==> config.mk <==
export PLATFORM = sky130hd
export DESIGN_NAME = dpp_top
export DESIGN_NICKNAME = d
export VERILOG_FILES = /design/src/dpp_pkg.sv /design/src/dpp_top.sv
export SDC_FILE = /design/constraint.sdc
export NUM_CORES = 1
export LEC_CHECK = 0
export BUFFER_PORTS_ARGS = -buffer_cell sky130_fd_sc_hd__clkbuf_2
export CORE_ASPECT_RATIO = 0.7
export CORE_UTILIZATION = 53
export DETAILED_ROUTE_END_ITERATION = 12
export PLACE_DENSITY = 0.92
export SLEW_MARGIN = 20
export SYNTH_ARGS = -nofsm -noshare
export SYNTH_HDL_FRONTEND = slang
export SYNTH_SLANG_ARGS = --single-unit
==> constraint.sdc <==
create_clock -name core_clk -period 1.6 [get_ports core_clk]
set_input_delay 0.24 -clock core_clk [delete_from_list [all_inputs] [get_ports core_clk]]
set_output_delay 0.24 -clock core_clk [all_outputs]
set_load 0.02 [all_outputs]
==> src/dpp_pkg.sv <==
// What this block does
// - second port: eight pins, own direction bits
// - direction bit 1 floats the pin
// - direction bit 0 drives latch bit
// - latch addressable; read-modify-write uses latch
// - unit-2 pin select picks C1 or B3
// - enabled peripheral overrides stored direction
// - power-on reset makes all pins inputs
// - direction read returns stored bits
// - analog-capable first-port pins default analog
// - debug mode disables other clock/data functions
// - don't-care functions ignore the direction bit
// - unimplemented control bits read zero
// - pull-up bit clear enables digital-input pull-ups
// - analog pin: no input buffer, no pull-up; cap2_in still samples B3 unmasked when B3 is analog
// - unit-2 compare output beats latch data
package dpp_pkg;
   typedef logic [3:0] dpp_addr_t;
   typedef logic [7:0] dpp_byte_t;
   // ---------------------------------------------
   // register offsets
   // ---------------------------------------------
   localparam dpp_addr_t OFS_B_PINS = 4'h0;
   localparam dpp_addr_t OFS_B_LATCH = 4'h1;
   localparam dpp_addr_t OFS_B_DIR = 4'h2;
   localparam dpp_addr_t OFS_INT_MAIN = 4'h3;
   localparam dpp_addr_t OFS_INT_EDGE = 4'h4;
   localparam dpp_addr_t OFS_INT_EXT = 4'h5;
   localparam dpp_addr_t OFS_ANALOG_CFG = 4'h6;
   localparam dpp_addr_t OFS_C_PINS = 4'h8;
   localparam dpp_addr_t OFS_C_LATCH = 4'h9;
   localparam dpp_addr_t OFS_C_DIR = 4'hA;
   // ---------------------------------------------
   // reset values and implemented-bit masks
   // ---------------------------------------------
   localparam dpp_byte_t RST_DIR = 8'hFF;
   localparam dpp_byte_t RST_LATCH = 8'h00;
   localparam dpp_byte_t RST_INT_MAIN = 8'h00;
   localparam dpp_byte_t RST_INT_EDGE = 8'h80;
   localparam dpp_byte_t RST_INT_EXT = 8'h00;
   localparam dpp_byte_t RST_ANALOG_CFG = 8'h00;
   localparam dpp_byte_t MSK_INT_EDGE = 8'hF5;
   localparam dpp_byte_t MSK_INT_EXT = 8'hDB;
   localparam dpp_byte_t MSK_ANALOG_CFG = 8'h3F;
   // ---------------------------------------------
   // field positions
   // ---------------------------------------------
   localparam int PULLUP_DIS_BIT = 7;
   localparam int CAP2_B_BIT = 3;
   localparam int CAP2_C_BIT = 1;
   localparam int DBG_CLK_BIT = 6;
   localparam int DBG_DATA_BIT = 7;
   localparam int AN_PINS = 5;
   localparam int CH_LIMIT = 15;
   // analog channel of first-port bits 0..4
   localparam logic [3:0] AN_CH [AN_PINS] = '{4'hC, 4'hA, 4'h8, 4'h9, 4'hB};
   // ---------------------------------------------
   // carriers
   // ---------------------------------------------
   typedef struct packed {
      dpp_addr_t addr;
      dpp_byte_t wdata;
      logic wr;
      logic rd;
   } dpp_bus_req_t;
   typedef struct packed {
      dpp_byte_t force_out;
      dpp_byte_t force_in;
      dpp_byte_t data;
   } dpp_ovr_t;
   typedef struct packed {
      logic out_en;
      logic out_val;
   } dpp_cap2_t;
   typedef struct packed {
      logic en;
      logic data_oe;
      logic data_o;
   } dpp_dbg_t;
endpackage : dpp_pkg

==> src/dpp_top.sv <==
`timescale 1ns/100ps
module dpp_top
   import dpp_pkg::*;
(
   // clock and reset
   input wire logic core_clk,
   input wire logic arst_n,
   // register port
   input wire dpp_bus_req_t bus_req,
   output logic [7:0] bus_rdata,
   // configuration
   input wire logic capture_unit2_pin_select,
   input wire dpp_dbg_t in_circuit_debug,
   // peripherals
   input wire dpp_ovr_t port_c_ovr,
   input wire dpp_cap2_t cap2_ctl,
   output logic cap2_in,
   output logic dbg_clk_in,
   output logic dbg_data_in,
   // first port pins
   input wire logic [7:0] b_pin_i,
   output logic [7:0] b_pin_o,
   output logic [7:0] b_pin_oe,
   output logic [7:0] b_pullup_en,
   output logic [7:0] b_analog_en,
   // second port pins
   input wire logic [7:0] c_pin_i,
   output logic [7:0] c_pin_o,
   output logic [7:0] c_pin_oe
);
   // ---------------------------------------------
   // helpers
   // ---------------------------------------------
   // channel ch is analog while ch < 15 - field; field 0 = all analog
   function automatic logic [7:0] analog_mask(input logic [3:0] cfg);
      logic [7:0] m;
      m = 8'h00;
      for (int i = 0; i < AN_PINS; i++) begin
         m[i] = ({1'b0, AN_CH[i]} < (5'(CH_LIMIT) - {1'b0, cfg}));
      end
      return m;
   endfunction : analog_mask

   function automatic logic hit(input dpp_bus_req_t r, input dpp_addr_t a);
      return r.wr && (r.addr == a);
   endfunction : hit

   // ---------------------------------------------
   // register state
   // ---------------------------------------------
   logic [7:0] b_latch_q;
   logic [7:0] b_dir_q;
   logic [7:0] c_latch_q;
   logic [7:0] c_dir_q;
   logic [7:0] int_main_q;
   logic [7:0] int_edge_q;
   logic [7:0] int_ext_q;
   logic [7:0] analog_cfg_q;
   logic [7:0] b_sync1_q;
   logic [7:0] b_sync_q;
   logic [7:0] c_sync1_q;
   logic [7:0] c_sync_q;
   logic [7:0] rdata_q;
   logic cap2_in_q;
   logic dbg_clk_q;
   logic dbg_data_q;

   // latch written by either the latch or the pin-level address
   always_ff @(posedge core_clk or negedge arst_n) begin
      if (!arst_n) begin
         b_latch_q <= RST_LATCH;
         c_latch_q <= RST_LATCH;
      end else begin
         if (hit(bus_req, OFS_B_LATCH) || hit(bus_req, OFS_B_PINS)) begin
            b_latch_q <= bus_req.wdata;
         end
         if (hit(bus_req, OFS_C_LATCH) || hit(bus_req, OFS_C_PINS)) begin
            c_latch_q <= bus_req.wdata;
         end
      end
   end

   always_ff @(posedge core_clk or negedge arst_n) begin
      if (!arst_n) begin
         b_dir_q <= RST_DIR;
         c_dir_q <= RST_DIR;
      end else begin
         if (hit(bus_req, OFS_B_DIR)) begin
            b_dir_q <= bus_req.wdata;
         end
         if (hit(bus_req, OFS_C_DIR)) begin
            c_dir_q <= bus_req.wdata;
         end
      end
   end

   // no interrupt logic lives here; int_edge_q bit 7 and analog_cfg_q also drive pin control
   always_ff @(posedge core_clk or negedge arst_n) begin
      if (!arst_n) begin
         int_main_q <= RST_INT_MAIN;
         int_edge_q <= RST_INT_EDGE;
         int_ext_q <= RST_INT_EXT;
         analog_cfg_q <= RST_ANALOG_CFG;
      end else begin
         if (hit(bus_req, OFS_INT_MAIN)) begin
            int_main_q <= bus_req.wdata;
         end
         if (hit(bus_req, OFS_INT_EDGE)) begin
            int_edge_q <= bus_req.wdata & MSK_INT_EDGE;
         end
         if (hit(bus_req, OFS_INT_EXT)) begin
            int_ext_q <= bus_req.wdata & MSK_INT_EXT;
         end
         if (hit(bus_req, OFS_ANALOG_CFG)) begin
            analog_cfg_q <= bus_req.wdata & MSK_ANALOG_CFG;
         end
      end
   end

   // ---------------------------------------------
   // pin synchronisers
   // ---------------------------------------------
   always_ff @(posedge core_clk or negedge arst_n) begin
      if (!arst_n) begin
         b_sync1_q <= 8'h00;
         b_sync_q <= 8'h00;
         c_sync1_q <= 8'h00;
         c_sync_q <= 8'h00;
      end else begin
         b_sync1_q <= b_pin_i;
         b_sync_q <= b_sync1_q;
         c_sync1_q <= c_pin_i;
         c_sync_q <= c_sync1_q;
      end
   end

   // ---------------------------------------------
   // first port pin control
   // ---------------------------------------------
   logic [7:0] b_analog;
   logic [7:0] b_digin;
   logic [7:0] b_dbg_mask;
   logic cap2_on_b;
   logic cap2_on_c;

   always_comb begin
      b_analog = analog_mask(analog_cfg_q[3:0]);
      b_dbg_mask = 8'h00;
      if (in_circuit_debug.en) begin
         b_dbg_mask[DBG_CLK_BIT] = 1'b1;
         b_dbg_mask[DBG_DATA_BIT] = 1'b1;
      end
      // input buffer off on analog pins
      b_digin = b_sync_q & ~b_analog;
      cap2_on_b = !capture_unit2_pin_select && cap2_ctl.out_en;
      cap2_on_c = capture_unit2_pin_select && cap2_ctl.out_en;
   end

   always_comb begin
      b_pin_oe = ~b_dir_q;
      b_pin_o = b_latch_q;
      if (cap2_on_b) begin
         b_pin_oe[CAP2_B_BIT] = 1'b1;
         b_pin_o[CAP2_B_BIT] = cap2_ctl.out_val;
      end
      // debug owns both pins whatever the direction bits say
      if (in_circuit_debug.en) begin
         b_pin_oe[DBG_CLK_BIT] = 1'b0;
         b_pin_o[DBG_CLK_BIT] = 1'b0;
         b_pin_oe[DBG_DATA_BIT] = in_circuit_debug.data_oe;
         b_pin_o[DBG_DATA_BIT] = in_circuit_debug.data_o;
      end
   end

   always_comb begin
      b_analog_en = b_analog & ~b_dbg_mask;
      b_pullup_en = {8{~int_edge_q[PULLUP_DIS_BIT]}} & b_dir_q;
      b_pullup_en = b_pullup_en & ~b_analog & ~b_dbg_mask;
      if (cap2_on_b) begin
         b_pullup_en[CAP2_B_BIT] = 1'b0;
      end
   end

   // ---------------------------------------------
   // second port pin control
   // ---------------------------------------------
   // force_in wins over force_out if a peripheral drives both
   always_comb begin
      c_pin_oe = (~c_dir_q | port_c_ovr.force_out) & ~port_c_ovr.force_in;
      c_pin_o = (c_latch_q & ~port_c_ovr.force_out)
              | (port_c_ovr.data & port_c_ovr.force_out);
      if (cap2_on_c) begin
         c_pin_oe[CAP2_C_BIT] = 1'b1;
         c_pin_o[CAP2_C_BIT] = cap2_ctl.out_val;
      end
   end

   // ---------------------------------------------
   // peripheral inputs, registered
   // ---------------------------------------------
   always_ff @(posedge core_clk or negedge arst_n) begin
      if (!arst_n) begin
         cap2_in_q <= 1'b0;
         dbg_clk_q <= 1'b0;
         dbg_data_q <= 1'b0;
      end else begin
         cap2_in_q <= capture_unit2_pin_select ? c_sync_q[CAP2_C_BIT]
                                               : b_sync_q[CAP2_B_BIT];
         dbg_clk_q <= in_circuit_debug.en & b_sync_q[DBG_CLK_BIT];
         dbg_data_q <= in_circuit_debug.en & b_sync_q[DBG_DATA_BIT];
      end
   end

   assign cap2_in = cap2_in_q;
   assign dbg_clk_in = dbg_clk_q;
   assign dbg_data_in = dbg_data_q;

   // ---------------------------------------------
   // read port
   // ---------------------------------------------
   // data stand one cycle only, zero otherwise
   always_ff @(posedge core_clk or negedge arst_n) begin
      if (!arst_n) begin
         rdata_q <= 8'h00;
      end else if (bus_req.rd) begin
         case (bus_req.addr)
            OFS_B_PINS: rdata_q <= b_digin;
            OFS_B_LATCH: rdata_q <= b_latch_q;
            OFS_B_DIR: rdata_q <= b_dir_q;
            OFS_INT_MAIN: rdata_q <= int_main_q;
            OFS_INT_EDGE: rdata_q <= int_edge_q;
            OFS_INT_EXT: rdata_q <= int_ext_q;
            OFS_ANALOG_CFG: rdata_q <= analog_cfg_q;
            OFS_C_PINS: rdata_q <= c_sync_q;
            OFS_C_LATCH: rdata_q <= c_latch_q;
            OFS_C_DIR: rdata_q <= c_dir_q;
            default: rdata_q <= 8'h00;
         endcase
      end else begin
         rdata_q <= 8'h00;
      end
   end

   assign bus_rdata = rdata_q;
endmodule : dpp_top

==> impl_metrics.toml <==
[grt]
antenna_found_initial = 0
grt_pass1_vias = 3462
track_usage_pct = 27.6
grt_overflow = 0
grt_pass1_wl_um = 18500
grt_max_degree = 102

[detailed_routing]
final_antenna_net_count = 0
drt_first_pass_iters = 5
vias_per_cell = 5.72
vias = 3591
wl_um = 11900
drt-wirelength-per-cell_um = 19.0
drc = 0
drt_iter0_drc = 234

[pwr]
totalPowerFinal_mw = 7.31
ir_worst_vdd_uv = 803
power.density_nw_per_um2 = 1220
p_leak_nw = 2.80

[cells_and_area]
fin_area_um2 = 5970
diodes = 0
multiInputGateArea_um2 = 1840
final_cell_mix = "clkbuf_2, dfrtp_1, mux2_2"
layout_commonest_cell = "clkbuf_2"
fin_cells = 628
regArea_um2 = 2560
syn2layout_area_growth_pct = 30.5
final_nets = 584
drive_gt1_share_pct = 54.5
fillers = 541

[die]
die_width_um = 113
start_util_pct = 56.5
die_area_um2 = 9020
die_h_um = 79.8
core_area_um2 = 8110
io_pins = 121
rows = 27

[yosys]
synthTopCellsByArea = "dfrtp_1, mux2_2, dfstp_2"
syn_area_um2 = 4580
postSynthAreaPerCell_um2 = 12.7
netlist.area_leader.share_pct = 45.9
ys_seq_area_share_pct = 55.7
yosysTopAreaCell = "dfrtp_1"
synthCells = 361
synth-main-ff-cell = "dfrtp_1"
synth-edff-count = 0
ys_types = 52
async_flop_share_pct = 100
synth.ff_latch_count = 101
ys_warn_count = 0

[placed_design]
placed_area_um2 = 5490
dp_hpwl_um = 8610
place_ws_ns = -0.0309
portBuffers = 117
dp.cells = 597
place.gp.congestion = 0.959

[worst_setup_path]
crit_type = "register to output port"
cp-end-kind = "output port"
crit_required_ns = 1.36
path_max_fanout = 7
cp.arrival_ns = 1.40
startpoint_type = "register"

[sta]
finClkSkew_ns = 0.00712
max_freq_ghz = 0.609
setup_viol = 4
min_period_ns = 1.64
finalWorstSetupSlack_ns = -0.0414
rsz0062_at_grt = "true"
hold_viol_final = 1
fin_hold_ws_ns = -0.00365
max_slew_margin_pct = 64.7
drv_slew = 0
timing.final.crit_share_pct = 103
worstMarginPinSlew_ns = 0.530

[clock_tree]
clock_sinks = 101
h-tree-depth = 3
clkTransAtPathRegs_ns = 0.07
tritoncts = "yes"
cts.path.max_buffers = 2
cts_root_buf = "clkbuf_16"
numCtsBuffers = 9
worstSkewPairLatency_ns = 0.35

[worst_hold_path]
worstHoldPathType = "input port to register"

[job]
drv_cap = 0

[status]
status = "finished, violations left"
violations = "hold timing, setup timing"
==> flip-flops by register name (all words and copies together) (netlist names) <==
signal        count
analog_cfg_q      6
c_latch_q         8
c_dir_q           8
cap2_in           1
b_sync_q          8
c_sync1_q         8
dbg_data_in       1
int_main_q        8
int_ext_q         6
b_sync1_q         8
b_latch_q         8
b_dir_q           8
c_sync_q          8
int_edge_q        6
bus_rdata         8
dbg_clk_in        1
==> power by group <==
| group | switching, mW | total [mW] | internal [mW] |
|---|---|---|---|
| Clock | 0.978 | 2.29 | 1.31 |
| Sequential | 0.354 | 3.39 | 3.03 |
| Combinational | 0.870 | 1.63 | 0.758 |
==> worst max-delay path, stage by stage (launching register included) <==
cell and delay (ns):
dfrtp_2 0.46, o21a_1 0.20, nor2_2 0.07, nor3_1 0.13, buf_2 0.19
==> metal layers <==
layer	track usage (%)	vias to the layer above	share of wire (%)
met5	0	-	0
met4	10.8	0	2.3
met3	5.85	23	5.8
met2	44.0	162	47
met1	37.3	1774	45
li1	-	1632	-
==> cells by family (layout without fill, tap and decap cells) <==
| group | count (synthesis) | count (layout) | share of synthesized area, % |
|---|---|---|---|
| multiplexers | 79 | 79 | 19.2 |
| AO/OA/AOI/OAI | 63 | 63 | 9.95 |
| buffers and inverters | 41 | 205 | 4.62 |
| AND/OR/NAND/NOR | 76 | 76 | 10.4 |
| other | 1 | 3 | 0.0819 |
| flip-flops | 101 | 101 | 55.7 |
==> final cells by class <==
cell class | count | share of cell area (%)
timing repair buffer | 174 | 18.0
multi-input combinational | 221 | 30.8
clock buffer | 11 | 4.23
inverter | 15 | 0.943
sequential | 101 | 42.8
tap | 101 | 2.12
clock inverter | 5 | 1.09
==> through the flow <==
| step | setup TNS (ns) | utilization [%] |
|---|---|---|
| after CTS | -0.0375 | 72.7 |
| after detailed placement | -0.140 | 67.7 |
| after floorplan | 0 | - |
| final | -0.0924 | 73.7 |
| after global routing | -0.290 | 73.7 |
| after global placement | 0 | 67.7 |
==> cells in the mapped netlist, types with 5 or more instances <==
cell       n
inv_1     15
mux2i_1    7
dfrtp_1   84
buf_4     10
clkbuf_1   5
dfstp_2   17
nor2_1    11
a31oi_1    6
nand3_1    6
nand2_1   11
nor3_1     5
nor2b_1    9
a32oi_1   12
a21oi_1   11
buf_2     10
mux2_2    72
o21ai_0    8
nand3b_1   5
==> worst paths after layout <==
check / cells after the start / endpoint / start / slack, ns
worst max-delay path: 4 / b_pullup_en[1] / analog_cfg_q[2]$_DFFE_PN0P_ / -0.04
worst min-delay path: 1 / c_sync1_q[7]$_DFF_PN0_ / c_pin_i[7] / -0.004
worst max register to register: 5 / bus_rdata[3]$_DFF_PN0_ / analog_cfg_q[1]$_DFFE_PN0P_ / 0.32
worst min register to register: 0 / c_sync_q[4]$_DFF_PN0_ / c_sync1_q[4]$_DFF_PN0_ / 0.35
max in group asynchronous: 3 / analog_cfg_q[2]$_DFFE_PN0P_ / arst_n / 0.68
min in group asynchronous: 3 / dbg_data_in$_DFF_PN0_ / arst_n / 0.48
==> what timing repair did <==
item / CTS / global route
hold endpoints to repair: 89 / 6
gates resized for setup: 6 / 6
pin swaps: 0 / 2
endpoints found under the setup margin: 7 / 11
hold buffers: 7 / 6
buffers inserted: 0 / 2
Note: power is estimated with default switching activity, not from simulation.
